## config.mk

```make
export PLATFORM = sky130hd
export DESIGN_NAME = agc_lock_cfg
export DESIGN_NICKNAME = d
export VERILOG_FILES = /design/src/agc_lock_pkg.sv /design/src/bit_sync.sv /design/src/lock_counter.sv /design/src/agc_lock_cfg.sv
export SDC_FILE = /design/constraint.sdc
export NUM_CORES = 1
export LEC_CHECK = 0
export BUFFER_PORTS_ARGS = -buffer_cell sky130_fd_sc_hd__buf_2
export CORE_MARGIN = 2
export CORE_UTILIZATION = 40
export CTS_CLUSTER_DIAMETER = 60
export DETAILED_ROUTE_END_ITERATION = 10
export PLACE_DENSITY = 0.7
export SETUP_SLACK_MARGIN = 0.3
export SYNTH_ARGS = -nofsm -noshare
export SYNTH_HDL_FRONTEND = slang
export SYNTH_SLANG_ARGS = --single-unit
```

## constraint.sdc

```tcl
create_clock -name REF_CLK -period 5 [get_ports REF_CLK]
set_input_delay 1.5 -clock REF_CLK [delete_from_list [all_inputs] [get_ports REF_CLK]]
set_output_delay 1.5 -clock REF_CLK [all_outputs]
set_load 0.005 [all_outputs]
```

## src/agc_lock_pkg.sv

```systemverilog
// shared constants for the gain-threshold and lock-detect register bank
package agc_lock_pkg;
    localparam int ADDR_W = 8;
    localparam int DATA_W = 8;
    localparam int STRENGTH_W = 8;
    localparam int GAIN_W = 5;
    localparam int CNT_W = 10;
    localparam int PHASE_W = 4;
    localparam int NUM_EXT_SRC = 9;
    localparam int IRQ_W = 3;
    // register offsets
    localparam logic [7:0] OFS_GAIN_DROP = 8'h13;
    localparam logic [7:0] OFS_GAIN_RAISE = 8'h14;
    localparam logic [7:0] OFS_LOCK_CTRL = 8'h15;
    localparam logic [7:0] OFS_AGC_CTRL = 8'h18;
    localparam logic [7:0] OFS_IRQ_STATUS = 8'h19;
    localparam logic [7:0] OFS_IRQ_MASK = 8'h1A;
    localparam logic [7:0] OFS_STATE = 8'h1B;
    // reset values
    localparam logic [7:0] RST_GAIN_DROP = 8'h38;
    localparam logic [7:0] RST_GAIN_RAISE = 8'h38;
    localparam logic [7:0] RST_LOCK_CTRL = 8'h00;
    localparam logic [7:0] RST_AGC_CTRL = 8'h02;
    localparam logic [7:0] RST_IRQ_MASK = 8'h00;
    // field positions
    localparam int FLD_HI_LSB = 5;
    localparam int LOCK_SEL_LSB = 4;
    localparam int WIN_BIT = 3;
    localparam int MODE_BIT = 2;
    localparam int AGC_OFF_BIT = 0;
    localparam int FILT_BIT = 1;
    localparam int IRQ_LOCK_GAIN = 0;
    localparam int IRQ_LOCK_LOSS = 1;
    localparam int IRQ_GAIN_STEP = 2;
    // strength level arithmetic, one step is 1.5 dB
    localparam int STEP_CENTI_DB = 150;
    localparam logic [7:0] AGC_BASE_OFFSET = 8'h08;
    localparam logic [7:0] DROP_BASE = 8'h03;
    // lock detector
    localparam logic [PHASE_W-1:0] WIN_NARROW = 4'h2;
    localparam logic [PHASE_W-1:0] WIN_WIDE = 4'h4;
    localparam logic [CNT_W-1:0] LOCK_TH_0 = 10'h07F;
    localparam logic [CNT_W-1:0] LOCK_TH_1 = 10'h0FF;
    localparam logic [CNT_W-1:0] LOCK_TH_2 = 10'h1FF;
    localparam logic [CNT_W-1:0] LOCK_TH_3 = 10'h3FF;
    localparam logic [CNT_W-1:0] UNLOCK_GAP = 10'h010;
    // lock pin selector codes
    localparam logic [3:0] SEL_ZERO = 4'h0;
    localparam logic [3:0] SEL_ONE = 4'h1;
    localparam logic [3:0] SEL_SUSTAINED = 4'h2;
    localparam logic [3:0] SEL_MOMENTARY = 4'h3;
    localparam logic [3:0] SEL_CARRIER = 4'h4;
    localparam logic [3:0] SEL_CAL = 4'h5;
    localparam logic [3:0] SEL_FAULT = 4'h6;
    localparam logic [3:0] SEL_FIRST_CLK = 4'h7;
endpackage : agc_lock_pkg

```

## src/bit_sync.sv

```systemverilog
// two-flop synchroniser for a group of unrelated level inputs
`timescale 1ns/1ps
module bit_sync #(
    parameter int WIDTH = 2
) (
    input wire logic clk,
    input wire logic rst,
    input wire logic [WIDTH-1:0] async_in,
    output logic [WIDTH-1:0] sync_out
);
    // each bit synchronised on its own, no coherence between bits
    for (genvar i = 0; i < WIDTH; i++) begin : g_bit
        logic meta;
        always_ff @(posedge clk or posedge rst) begin
            if (rst) begin
                meta <= 1'b0;
                sync_out[i] <= 1'b0;
            end else begin
                meta <= async_in[i];
                sync_out[i] <= meta;
            end
        end
    end
endmodule : bit_sync

```

## src/lock_counter.sv

```systemverilog
// pll lock detector: window test, lock counter and lock hysteresis
`timescale 1ns/1ps
module lock_counter
    import agc_lock_pkg::*;
(
    input wire logic clk,
    input wire logic rst,
    input wire logic tick,
    input wire logic [agc_lock_pkg::PHASE_W-1:0] phase_err,
    input wire logic wide,
    input wire logic updown,
    input wire logic [1:0] accuracy,
    output logic sustained,
    output logic momentary
);
    import agc_lock_pkg::*;

    logic [CNT_W-1:0] count;
    logic [CNT_W-1:0] lock_th;
    logic [CNT_W-1:0] unlock_th;
    logic in_win;

    // window is 2 or 4 prescaler cycles wide
    assign in_win = phase_err < (wide ? WIN_WIDE : WIN_NARROW);

    // thresholds per accuracy code, loss sits 16 below lock
    always_comb begin
        unique case (accuracy)
            2'h0: lock_th = LOCK_TH_0;
            2'h1: lock_th = LOCK_TH_1;
            2'h2: lock_th = LOCK_TH_2;
            2'h3: lock_th = LOCK_TH_3;
        endcase
        unlock_th = lock_th - UNLOCK_GAP;
    end

    // counter saturates both ways so a long lock never wraps
    always_ff @(posedge clk or posedge rst) begin
        if (rst) begin
            count <= '0;
            momentary <= 1'b0;
        end else if (tick) begin
            momentary <= in_win;
            if (in_win && count != LOCK_TH_3) begin
                count <= count + 10'h001;
            end else if (!in_win && !updown) begin
                count <= '0;
            end else if (!in_win && count != '0) begin
                count <= count - 10'h001;
            end
        end
    end

    // declared at the lock value, lost at the lower value
    always_ff @(posedge clk or posedge rst) begin
        if (rst) begin
            sustained <= 1'b0;
        end else if (count >= lock_th) begin
            sustained <= 1'b1;
        end else if (count <= unlock_th) begin
            sustained <= 1'b0;
        end
    end
endmodule : lock_counter

```

## src/agc_lock_cfg.sv

```systemverilog
// gain thresholds, carrier reference and lock detector register bank
//
// The strobed register port was left to the implementer.
`timescale 1ns/1ps
module agc_lock_cfg
    import agc_lock_pkg::*;
(
    input wire logic REF_CLK,
    input wire logic RST,
    input wire logic [agc_lock_pkg::ADDR_W-1:0] ADDR,
    input wire logic [agc_lock_pkg::DATA_W-1:0] WDATA,
    input wire logic WR,
    input wire logic RD,
    output logic [agc_lock_pkg::DATA_W-1:0] RDATA,
    input wire logic RX_ON,
    input wire logic [agc_lock_pkg::STRENGTH_W-1:0] STRENGTH,
    input wire logic STRENGTH_VALID,
    input wire logic REF_TICK,
    input wire logic [agc_lock_pkg::PHASE_W-1:0] PHASE_ERR,
    input wire logic CAL_DONE_IN,
    input wire logic SEQ_FAULT_IN,
    input wire logic [agc_lock_pkg::NUM_EXT_SRC-1:0] EXT_SRC,
    output logic [agc_lock_pkg::GAIN_W-1:0] GAIN,
    output logic LOCK_PIN,
    output logic IRQ
);
    import agc_lock_pkg::*;

    logic [DATA_W-1:0] gain_drop_and_initial_gain;
    logic [DATA_W-1:0] gain_raise_and_sense_reference;
    logic [DATA_W-1:0] lock_detector_control;
    logic [DATA_W-1:0] agc_control;
    logic [IRQ_W-1:0] irq_status;
    logic [IRQ_W-1:0] irq_mask;
    logic [GAIN_W-1:0] init_gain;
    logic [GAIN_W-1:0] sense_ref;
    logic [2:0] drop_field;
    logic [2:0] raise_field;
    logic [3:0] pin_sel;
    logic auto_gain_off;
    logic auto_gain_two_sample_filter;
    logic [STRENGTH_W-1:0] raise_th;
    logic [STRENGTH_W-1:0] drop_th;
    logic rx_prev;
    logic agc_run;
    logic want_up;
    logic want_dn;
    logic pend_up;
    logic pend_dn;
    logic do_up;
    logic do_dn;
    logic carrier;
    logic sustained_pll_locked;
    logic momentary_pll_locked;
    logic lock_prev;
    logic cal_done;
    logic sequencing_fault;
    logic [NUM_EXT_SRC-1:0] ext_src_sync;
    logic [IRQ_W-1:0] irq_event;
    logic [IRQ_W-1:0] irq_clear;
    logic next_lock_pin;

    // field views
    assign drop_field = gain_drop_and_initial_gain[7:FLD_HI_LSB];
    assign init_gain = gain_drop_and_initial_gain[GAIN_W-1:0];
    assign raise_field = gain_raise_and_sense_reference[7:FLD_HI_LSB];
    assign sense_ref = gain_raise_and_sense_reference[GAIN_W-1:0];
    assign pin_sel = lock_detector_control[7:LOCK_SEL_LSB];
    assign auto_gain_off = agc_control[AGC_OFF_BIT];
    assign auto_gain_two_sample_filter = agc_control[FILT_BIT];

    // software writes; unmapped writes are dropped
    always_ff @(posedge REF_CLK or posedge RST) begin
        if (RST) begin
            gain_drop_and_initial_gain <= RST_GAIN_DROP;
            gain_raise_and_sense_reference <= RST_GAIN_RAISE;
            lock_detector_control <= RST_LOCK_CTRL;
            agc_control <= RST_AGC_CTRL;
            irq_mask <= RST_IRQ_MASK[IRQ_W-1:0];
        end else if (WR) begin
            unique case (ADDR)
                OFS_GAIN_DROP: gain_drop_and_initial_gain <= WDATA;
                OFS_GAIN_RAISE: gain_raise_and_sense_reference <= WDATA;
                OFS_LOCK_CTRL: lock_detector_control <= WDATA;
                OFS_AGC_CTRL: agc_control <= {6'h00, WDATA[1:0]};
                OFS_IRQ_MASK: irq_mask <= WDATA[IRQ_W-1:0];
                default: ;
            endcase
        end
    end

    // read data stands only in the cycle after the strobe
    always_ff @(posedge REF_CLK or posedge RST) begin
        if (RST) begin
            RDATA <= '0;
        end else if (RD) begin
            unique case (ADDR)
                OFS_GAIN_DROP: RDATA <= gain_drop_and_initial_gain;
                OFS_GAIN_RAISE: RDATA <= gain_raise_and_sense_reference;
                OFS_LOCK_CTRL: RDATA <= lock_detector_control;
                OFS_AGC_CTRL: RDATA <= agc_control;
                OFS_IRQ_STATUS: RDATA <= {5'h00, irq_status};
                OFS_IRQ_MASK: RDATA <= {5'h00, irq_mask};
                OFS_STATE: RDATA <= {sustained_pll_locked,
                    momentary_pll_locked, carrier, GAIN};
                default: RDATA <= '0;
            endcase
        end else begin
            RDATA <= '0;
        end
    end

    // thresholds in strength steps of 1.5 dB, no dB conversion done here
    always_comb begin
        raise_th = {3'h0, sense_ref} + AGC_BASE_OFFSET
            + {5'h00, raise_field};
        drop_th = raise_th + DROP_BASE + {5'h00, drop_field};
    end

    // decisions on the sampled level
    assign agc_run = RX_ON && rx_prev && !auto_gain_off;
    assign want_up = STRENGTH < raise_th && GAIN < init_gain;
    assign want_dn = STRENGTH > drop_th && GAIN != '0;
    // filter delays a step until the second agreeing sample
    assign do_up = agc_run && STRENGTH_VALID && GAIN <= init_gain && want_up
        && (!auto_gain_two_sample_filter || pend_up);
    assign do_dn = agc_run && STRENGTH_VALID && GAIN <= init_gain && want_dn
        && (!auto_gain_two_sample_filter || pend_dn);

    // receive chain edge detect, restarts gain at power-on
    always_ff @(posedge REF_CLK or posedge RST) begin
        if (RST) begin
            rx_prev <= 1'b0;
        end else begin
            rx_prev <= RX_ON;
        end
    end

    // gain loop; a lowered cap pulls the gain down at once
    always_ff @(posedge REF_CLK or posedge RST) begin
        if (RST) begin
            GAIN <= RST_GAIN_DROP[GAIN_W-1:0];
            pend_up <= 1'b0;
            pend_dn <= 1'b0;
        end else if (!agc_run) begin
            GAIN <= init_gain;
            pend_up <= 1'b0;
            pend_dn <= 1'b0;
        end else if (GAIN > init_gain) begin
            GAIN <= init_gain;
            pend_up <= 1'b0;
            pend_dn <= 1'b0;
        end else if (STRENGTH_VALID) begin
            if (do_up) begin
                GAIN <= GAIN + 5'h01;
            end else if (do_dn) begin
                GAIN <= GAIN - 5'h01;
            end
            pend_up <= want_up && auto_gain_two_sample_filter
                && !pend_up;
            pend_dn <= want_dn && auto_gain_two_sample_filter
                && !pend_dn;
        end
    end

    // carrier sense against the same reference as the gain loop
    always_ff @(posedge REF_CLK or posedge RST) begin
        if (RST) begin
            carrier <= 1'b0;
        end else if (!RX_ON) begin
            carrier <= 1'b0;
        end else if (STRENGTH_VALID) begin
            carrier <= STRENGTH > {3'h0, sense_ref};
        end
    end

    lock_counter u_lock (
        .clk(REF_CLK),
        .rst(RST),
        .tick(REF_TICK),
        .phase_err(PHASE_ERR),
        .wide(lock_detector_control[WIN_BIT]),
        .updown(lock_detector_control[MODE_BIT]),
        .accuracy(lock_detector_control[1:0]),
        .sustained(sustained_pll_locked),
        .momentary(momentary_pll_locked)
    );

    // pin sources from other domains; clocks arrive as sampled levels,
    // so only clocks well below half the reference rate look right
    bit_sync #(
        .WIDTH(NUM_EXT_SRC + 2)
    ) u_sync (
        .clk(REF_CLK),
        .rst(RST),
        .async_in({EXT_SRC, SEQ_FAULT_IN, CAL_DONE_IN}),
        .sync_out({ext_src_sync, sequencing_fault, cal_done})
    );

    // lock pin source selection, status sources inverted
    always_comb begin
        unique case (pin_sel)
            SEL_ZERO: next_lock_pin = 1'b0;
            SEL_ONE: next_lock_pin = 1'b1;
            SEL_SUSTAINED: next_lock_pin = !sustained_pll_locked;
            SEL_MOMENTARY: next_lock_pin = !momentary_pll_locked;
            SEL_CARRIER: next_lock_pin = !carrier;
            SEL_CAL: next_lock_pin = !cal_done;
            SEL_FAULT: next_lock_pin = !sequencing_fault;
            default: next_lock_pin = ext_src_sync[pin_sel - SEL_FIRST_CLK];
        endcase
    end

    always_ff @(posedge REF_CLK or posedge RST) begin
        if (RST) begin
            LOCK_PIN <= 1'b0;
        end else begin
            LOCK_PIN <= next_lock_pin;
        end
    end

    // events: lock gained, lock lost, gain stepped
    always_ff @(posedge REF_CLK or posedge RST) begin
        if (RST) begin
            lock_prev <= 1'b0;
        end else begin
            lock_prev <= sustained_pll_locked;
        end
    end

    assign irq_event = {do_up || do_dn,
        lock_prev && !sustained_pll_locked,
        !lock_prev && sustained_pll_locked};
    assign irq_clear = (WR && ADDR == OFS_IRQ_STATUS) ? WDATA[IRQ_W-1:0] : '0;

    // a new event beats a clear in the same cycle
    always_ff @(posedge REF_CLK or posedge RST) begin
        if (RST) begin
            irq_status <= '0;
        end else begin
            irq_status <= (irq_status & ~irq_clear) | irq_event;
        end
    end

    assign IRQ = |(irq_status & irq_mask);
endmodule : agc_lock_cfg

```

==> impl_results.md, run 1 <==
- Die ar.: approximately 14,000 um2
- Sequential power share: 40.1%
- GRT Total Usage: roughly a fifth
- Reg2reg setup slack: approximately 600 ps
- Worst Path Required: 5290 ps
- Clock skew: 7.034 ps
- Switch share: between 30% and 40%
- Hold path depth: 0
- Adder-cell share of the synthesized area: 12.15%
- Clk network pwr share: about a third
- Layout area overhead: 15.39%
- Synth area leader: dfrtp_1
- Slew @ Worst Pin: between 1000 and 1500 ps
- Main combinational cell family by area after synthesis: simple AND/OR/NAND/NOR gates
- Core box area: 12,570 um2
- Nets: around 660
- Netlist Area Pre-Place: roughly 5100 um2
- Cell mode on critical path: ha_1
- Number of flops mapped to enable cells by yosys: 0
- Worst-path clk slew: ~70 ps
- Htree depth: 3
- Multi-input logic area: roughly 2800 um2
- Async SR Flop Fraction: 100.0%
- Pint: between 1 and 1.5 mW
- Area share of the largest cell type after synthesis: between 30 and 40%
- Clk Latency, worst-skew pair: 340 ps
- Syn Inst Count: approximately 500
- Dpl cell area: about 5600 um2
- Crit path max-delay cell type: dfstp_2
- Register bit total from synthesis: 85
- Pwr dens: between 300 and 400 nW/um2
- Post-synthesis mux area share: under 10%
- Post-route cell area: slightly below 6000 um2
- Drt first pass iters: 6
- Worst reg2reg path depth: 17
- Worst IR Drop VDD: 305.8 uV
- Sequential fraction of the synthesis area: a little over two fifths
- Crit path cell chain: ha_1 > inv_1 > fa_1 > nor2b_1 > nor3_1 > xnor2_1 > inv_1 > ha_1 > a2111oi_0 > o21ai_1 > or3_1 > ha_1 > nand2b_1 > a21oi_1 > o21ai_0 > a311oi_1 > a211o_1
- Hold Startpoint: u_sync.g_bit[9].meta$_DFF_PP0_
- Cell row count: between 40 and 50
- Worst hold path type: reg2reg
- Worst r2r dst: GAIN[4]$_DFFE_PP1P_
- Vias in the first global route: slightly above 4,000
- # diodes: 0
- P_sw: between 700 and 800 uW
- Antenna violations before repair: 0
- First-pass GRT wire length: 19.85 mm
- Chip width: ~120 um
- Clock Path Buffers: 2
- Total Wirelength: approximately 12 mm
- Critical path type: reg2reg
- Synth Area in Compound Gates: around 17%
- Hold path endpoint: u_sync.sync_out[9]$_DFF_PP0_
- Antenna viol nets, final: 0
- Post-Synth Simple-Gate Area: between 10% and 20%
- WL/cell: between 15 and 20 um
- Comb power frac: approximately 28%
- Fill count: around 1,200
- Result of the run: completed
- Hold buffers post-CTS: 0
- Max-slew violation count: 0
- # DRC: 0
- Crit-path max cell delay: 550 ps
- Final period util: 87.67%
- Setup TNS: 0 ps
- Final hold viol count: 0
- Final setup viols: 0
- Register area: between 2000 and 2500 um2
- Initial Util: about two fifths
- Minimum clock period: 4384 ps
- Die height: ~120 um
- WP data arrival: roughly 4700 ps
- Grt total ovfl: 0
- Post-DP HPWL: just over 9 mm
- Largest net degree at the start of global routing: 63
- XOR/XNOR share of the synthesized area: under 10%
- Syn. warnings: 0
- 1st-iter DRT viols: 324
- Yosys cell types: 70
- CP Capture Type: flop
- RePlAce Congestion: 0.9079
- Main synth FF type: dfrtp_1
- PortBufs: 59
- CTS Buf Count: 9
- Worst r2r src: gain_raise_and_sense_reference[5]$_DFFE_PP1P_
- Layout cells sized above 1: between 20% and 30%
- CP Max Fanout: 5
- Syn_nets: ~600
- Syn_area_per_cell: ~10 um2
- Rel. slew slack: a little under a third
- CTS sink count: 85
- FMAX: about 230 MHz
- Max-cap viol count: 0
- # IOs: 61
- LEAKAGE: between 2 and 3 nW
- Root cell of the clock tree: clkbuf_16
- Vias/cell: roughly 5.6
- RSZ-0062 raised after global routing: false
- TritonCTS clock tree: yes
- Vias post-DR: approximately 4,200
- Synth top area cells: dfrtp_1, ha_1, dfstp_2, nand2_1, mux2_2
- Worst setup SP type: flop
cells in the final DEF (no fill, tap or decap), types with 4 or more instances in the layout:
| cell | count |
|---|---|
| nand2_1 | 50 |
| nand4_1 | 4 |
| dfrtp_1 | 76 |
| xnor2_1 | 7 |
| a222oi_1 | 8 |
| a21oi_1 | 21 |
| buf_2 | 59 |
| inv_1 | 42 |
| nor2b_1 | 7 |
| buf_4 | 5 |
| nand2_2 | 4 |
| nand3_1 | 11 |
| ha_1 | 45 |
| o21ai_2 | 4 |
| o21a_1 | 5 |
| nor2_1 | 25 |
| o22ai_1 | 6 |
| o21ai_0 | 34 |
| a31oi_1 | 6 |
| nand2b_1 | 8 |
| dfstp_2 | 9 |
| mux2_2 | 16 |
| or3_1 | 5 |
| o31ai_1 | 5 |
| o21ai_1 | 7 |
| and3_1 | 5 |
| mux4_2 | 4 |
| nor3_1 | 10 |
| clkbuf_16 | 9 |
| a21o_1 | 5 |
per-stage QoR:
step           cells  hold slack, ps  setup WS, ps  util [%]  power, mW
6_report         747           349.4         616.4     47.10      2.100
5_1_grt          747           361.7         304.4     47.10      2.230
4_1_cts          746           351.6         418.2     46.90      2.103
3_5_place_dp     730           335.5         435.2     44.46      1.432
3_3_place_gp     730           335.0         484.1     44.46      1.398
2_1_floorplan    509           331.2         851.3         -      1.264
how the worst max path moves through the flow:
stage,startpoint,to,slack [ps],cells after the start
after detailed placement,gain_raise_and_sense_reference[5]$_DFFE_PP1P_,GAIN[1]$_DFFE_PP0P_,440,18
after floorplan,gain_raise_and_sense_reference[5]$_DFFE_PP1P_,GAIN[1]$_DFFE_PP0P_,850,19
after global routing,gain_raise_and_sense_reference[5]$_DFFE_PP1P_,GAIN[4]$_DFFE_PP1P_,300,17
after CTS,gain_raise_and_sense_reference[5]$_DFFE_PP1P_,GAIN[1]$_DFFE_PP0P_,420,18
after global placement,gain_raise_and_sense_reference[5]$_DFFE_PP1P_,GAIN[2]$_DFFE_PP0P_,480,18
final,gain_raise_and_sense_reference[5]$_DFFE_PP1P_,GAIN[4]$_DFFE_PP1P_,620,17
per-layer routing:
layer / track usage [%] / vias up / share of wire (%)
met3: 4.068 / 21 / 5.8
li1: - / 1975 / -
met5: 0 / - / 0
met4: 5.725 / 0 / 1.6
met1: 23.93 / 2012 / 44
met2: 31.53 / 153 / 49
sequential cells by signal (all words and copies together), names as in the netlist:
register / cells
LOCK_PIN: 1
pend_dn: 1
irq_status: 3
gain_raise_and_sense_reference: 8
carrier: 1
irq_mask: 3
agc_control: 2
u_sync.sync_out: 11
pend_up: 1
u_lock.sustained: 1
lock_prev: 1
u_lock.count: 10
u_lock.momentary: 1
gain_drop_and_initial_gain: 8
rx_prev: 1
lock_detector_control: 8
GAIN: 5
u_sync.g_bit.meta: 11
RDATA: 8
critical path: cells and delay by family, from the launching register on:
family	cells	cell delay [ps]
simple gates	4	760
xor+xnor	1	270
buf+inv	2	140
flops	1	550
fa+ha+maj	4	1120
compound gates	6	1490
repair_timing:
| item | CTS | global route |
|---|---|---|
| setup buffers | 0 | 1 |
| resized for setup | 0 | 3 |
| setup endpoints to repair | 0 | 6 |
power groups by stage:
stage	Clock, mW	Combinational [mW]	Sequential, mW
floorplan	0	0.444	0.819
global placement	0	0.551	0.848
detailed placement	0	0.580	0.852
CTS	0.676	0.587	0.840
global route	0.707	0.671	0.852
finish	0.662	0.597	0.842
synth_stat cells, types with 4 or more instances:
library cell / count
nand4_1: 4
nor2b_1: 7
nand2_2: 4
and3_1: 6
o21ai_2: 4
o31ai_1: 5
nand3_1: 11
o21a_1: 5
a21o_1: 5
nand2_1: 50
a31oi_1: 6
o21ai_1: 7
buf_2: 4
clkbuf_1: 6
dfrtp_1: 76
inv_1: 43
xnor2_1: 7
mux4_2: 4
ha_1: 45
or3_1: 5
o22ai_1: 6
o21ai_0: 34
a222oi_1: 8
nor2_1: 25
nor3_1: 10
a21oi_1: 21
mux2_2: 16
dfstp_2: 9
nand2b_1: 8
kinds of logic after synthesis:
family | count (synthesis)
fa+ha+maj | 48
buf+inv | 57
flops | 85
mux | 25
simple gates | 157
compound gates | 127
xor+xnor | 10
cell type report:
class                           instances  area share [%]
Tap cell                              172           3.636
Multi-Input combinational cell        367           46.69
Sequential cell                        85           36.12
Clock buffer                            9           3.805
Inverter                               43           2.748
Clock inverter                          7           1.374
Timing Repair Buffer                   64           5.622
Note: power is estimated with default switching activity, not from simulation.
==> run 2, diff against run 1 <==
--- a/config.mk
+++ b/config.mk
@@ -9,8 +9,10 @@
 export CORE_MARGIN = 2
 export CORE_UTILIZATION = 40
 export CTS_CLUSTER_DIAMETER = 60
+export CTS_CLUSTER_SIZE = 28
 export DETAILED_ROUTE_END_ITERATION = 10
 export PLACE_DENSITY = 0.7
+export RECOVER_POWER = 50
 export SETUP_SLACK_MARGIN = 0.3
 export SYNTH_ARGS = -nofsm -noshare
 export SYNTH_HDL_FRONTEND = slang
==> run 2 against run 1 <==
The flow now finishes with violations (max-capacitance violations, max-slew violations). Clock skew is essentially flat. Via count fell by 0.24%. Sequential share of layout area grew 0.10 points. Design area down 0.27%. Clock-buffer cell count is the same. Wire length hardly changed. Non-clock buffer count unchanged. Clock power hardly changed. Global-route usage is the same. Largest cell class unchanged.
==> impl_results.md, run 2 (synthesis gave the netlist of run 1 again) <==
- Final hold viol count: 0
- Final core utilization: a little under half
- # DRC: 0
- Comb power frac: ~28%
- Antenna violations before repair: 0
- P_sw: 721.8 uW
- Clk network pwr share: between 30% and 40%
- # IOs: approximately 60
- Initial Util: between 40% and 50%
- Final period util: between 80 and 90%
- Htree depth: 3
- WL/cell: ~16 um
- 1st-iter DRT viols: about 320
- Max-slew violation count: 63
- Cell mode on critical path: ha_1
- Hold buffers post-CTS: 0
- Antenna viol nets, final: 0
- Layout cells sized above 1: between 20 and 25%
- Max-cap viol count: 1
- Grt total ovfl: 0
- Crit-path max cell delay: roughly 550 ps
- Rel. slew slack: -75.22%
- Top delay family on crit path: compound AO/OA/AOI/OAI gates
- Clock Path Buffers: 2
- Clk Latency, worst-skew pair: roughly 350 ps
- Slew @ Worst Pin: 2614 ps
- CP Max Fanout: 5
- Switch share: 34.37%
- Post-route cell area: just under 6000 um2
- Pint: between 1 and 1.5 mW
- Chip width: between 100 and 150 um
- Cell row count: between 40 and 50
- Drt first pass iters: 5
- Dpl cell area: 5588 um2
- Die height: 117.2 um
- Critical path type: reg2reg
- Vias post-DR: just over 4,000
- Result of the run: complete, but fails checks
- Worst-path clk slew: roughly 70 ps
- Worst IR Drop VDD: between 300 and 400 uV
- GRT Total Usage: 18.63%
- Nets: 664
- Top Registers: u_sync.g_bit.meta (11), u_sync.sync_out (11), u_lock.count (10)
- Vias/cell: approximately 5.6
- Fill count: approximately 1,200
- FMAX: 228.4 MHz
- Post-DP HPWL: about 9 mm
- # diodes: 0
- Most common cell after layout, fill and taps aside: dfrtp_1
- Die ar.: between 10,000 and 15,000 um2
- LEAKAGE: 2.765 nW
- Worst setup SP type: flop
- CTS sink count: 85
- Final setup viols: 0
- Core box area: roughly 13,000 um2
- Most frequent cells in the layout: dfrtp_1, buf_2, nand2_1, ha_1, inv_1
- RePlAce Congestion: around 0.9
- Worst hold path type: reg2reg
- Layout area overhead: 15.07%
- Vias in the first global route: roughly 4,100
- Buf+Inv Stages, Crit Path: 2
- Clock skew: ~7.4 ps
- Largest net degree at the start of global routing: between 60 and 70
- Worst Path Required: 5290 ps
- Crit path max-delay cell type: dfstp_2
- CTS Buf Count: 9
- Pwr dens: about 360 nW/um2
- Minimum clock period: between 4000 and 5000 ps
- RSZ-0062 raised after global routing: false
- PortBufs: between 50 and 60
- Root cell of the clock tree: clkbuf_16
- First-pass GRT wire length: around 20 mm
- TritonCTS clock tree: yes
- WP data arrival: 4660 ps
- Violated checks: max-capacitance violations, max-slew violations
- CP Capture Type: flop
- Setup TNS: 0 ps
- Total Wirelength: between 10 and 15 mm
- Crit path cell chain: ha_1 > inv_1 > fa_1 > nor2b_1 > nor3_1 > xnor2_1 > inv_1 > ha_1 > a2111oi_0 > o21ai_1 > or3_1 > ha_1 > nand2b_1 > a21oi_1 > o21ai_0 > a311oi_1 > a211o_1
- Sequential power share: around 40%
-- run 2: cell types whose count changed in the layout (fill, tap and decap cells not counted), sizes merged --
cell      before  now
buf           64   61
clkbuf         9   12
clkinv         6    5
clkinvlp       0    1
-- run 2: layout make-up --
type,count,area (um2),share of cell area [%]
Multi-Input combinational cell,367,2753,46.63
Sequential cell,85,2138,36.22
Timing Repair Buffer,64,327.8,5.553
Clock buffer,9,225.2,3.815
Tap cell,172,215.2,3.646
Inverter,43,162.7,2.755
Clock inverter,7,81.33,1.378
-- run 2: through the flow --
stage	instances	setup WS, ps	total power, mW	hold WS, ps
CTS	746	418.2	2.103	351.6
global placement	730	484.1	1.398	335.0
floorplan	509	851.3	1.264	331.2
global route	747	304.4	2.228	361.7
finish	747	621.1	2.100	349.4
detailed placement	730	435.2	1.432	335.5
-- run 2: what timing repair did --
item,4_1_cts,5_1_grt
gates resized for setup,0,3
endpoints found under the setup margin,0,6
buffers inserted,0,1
-- run 2: power by group through the flow --
stage	Combinational (mW)	Clock, mW	Sequential [mW]
floorplan	0.444	0	0.819
global placement	0.551	0	0.848
detailed placement	0.580	0	0.852
CTS	0.587	0.676	0.840
global route	0.669	0.707	0.852
finish	0.596	0.662	0.842
-- run 2: layer usage --
metal | global-route usage [%] | up-vias | wire length (um)
met5 | 0 | - | 0
met4 | 5.725 | 0 | 189
met3 | 4.068 | 21 | 699
met2 | 31.53 | 152 | 5966
met1 | 23.93 | 2003 | 5301
li1 | - | 1975 | -
-- run 2: worst paths after layout --
path                                                          startpoint                         endpoint  slack, ps  cells after the start
setup / recovery           gain_raise_and_sense_reference[5]$_DFFE_PP1P_              GAIN[4]$_DFFE_PP1P_        620                     17
hold / removal                            u_sync.g_bit[9].meta$_DFF_PP0_     u_sync.sync_out[9]$_DFF_PP0_        350                      0
min in group asynchronous                                            RST  u_sync.g_bit[10].meta$_DFF_PP0_       1870                      2
hold reg to reg                           u_sync.g_bit[9].meta$_DFF_PP0_     u_sync.sync_out[9]$_DFF_PP0_        350                      0
setup reg to reg           gain_raise_and_sense_reference[5]$_DFFE_PP1P_              GAIN[4]$_DFFE_PP1P_        620                     17
max in group asynchronous                                            RST              GAIN[2]$_DFFE_PP0P_       1770                      4
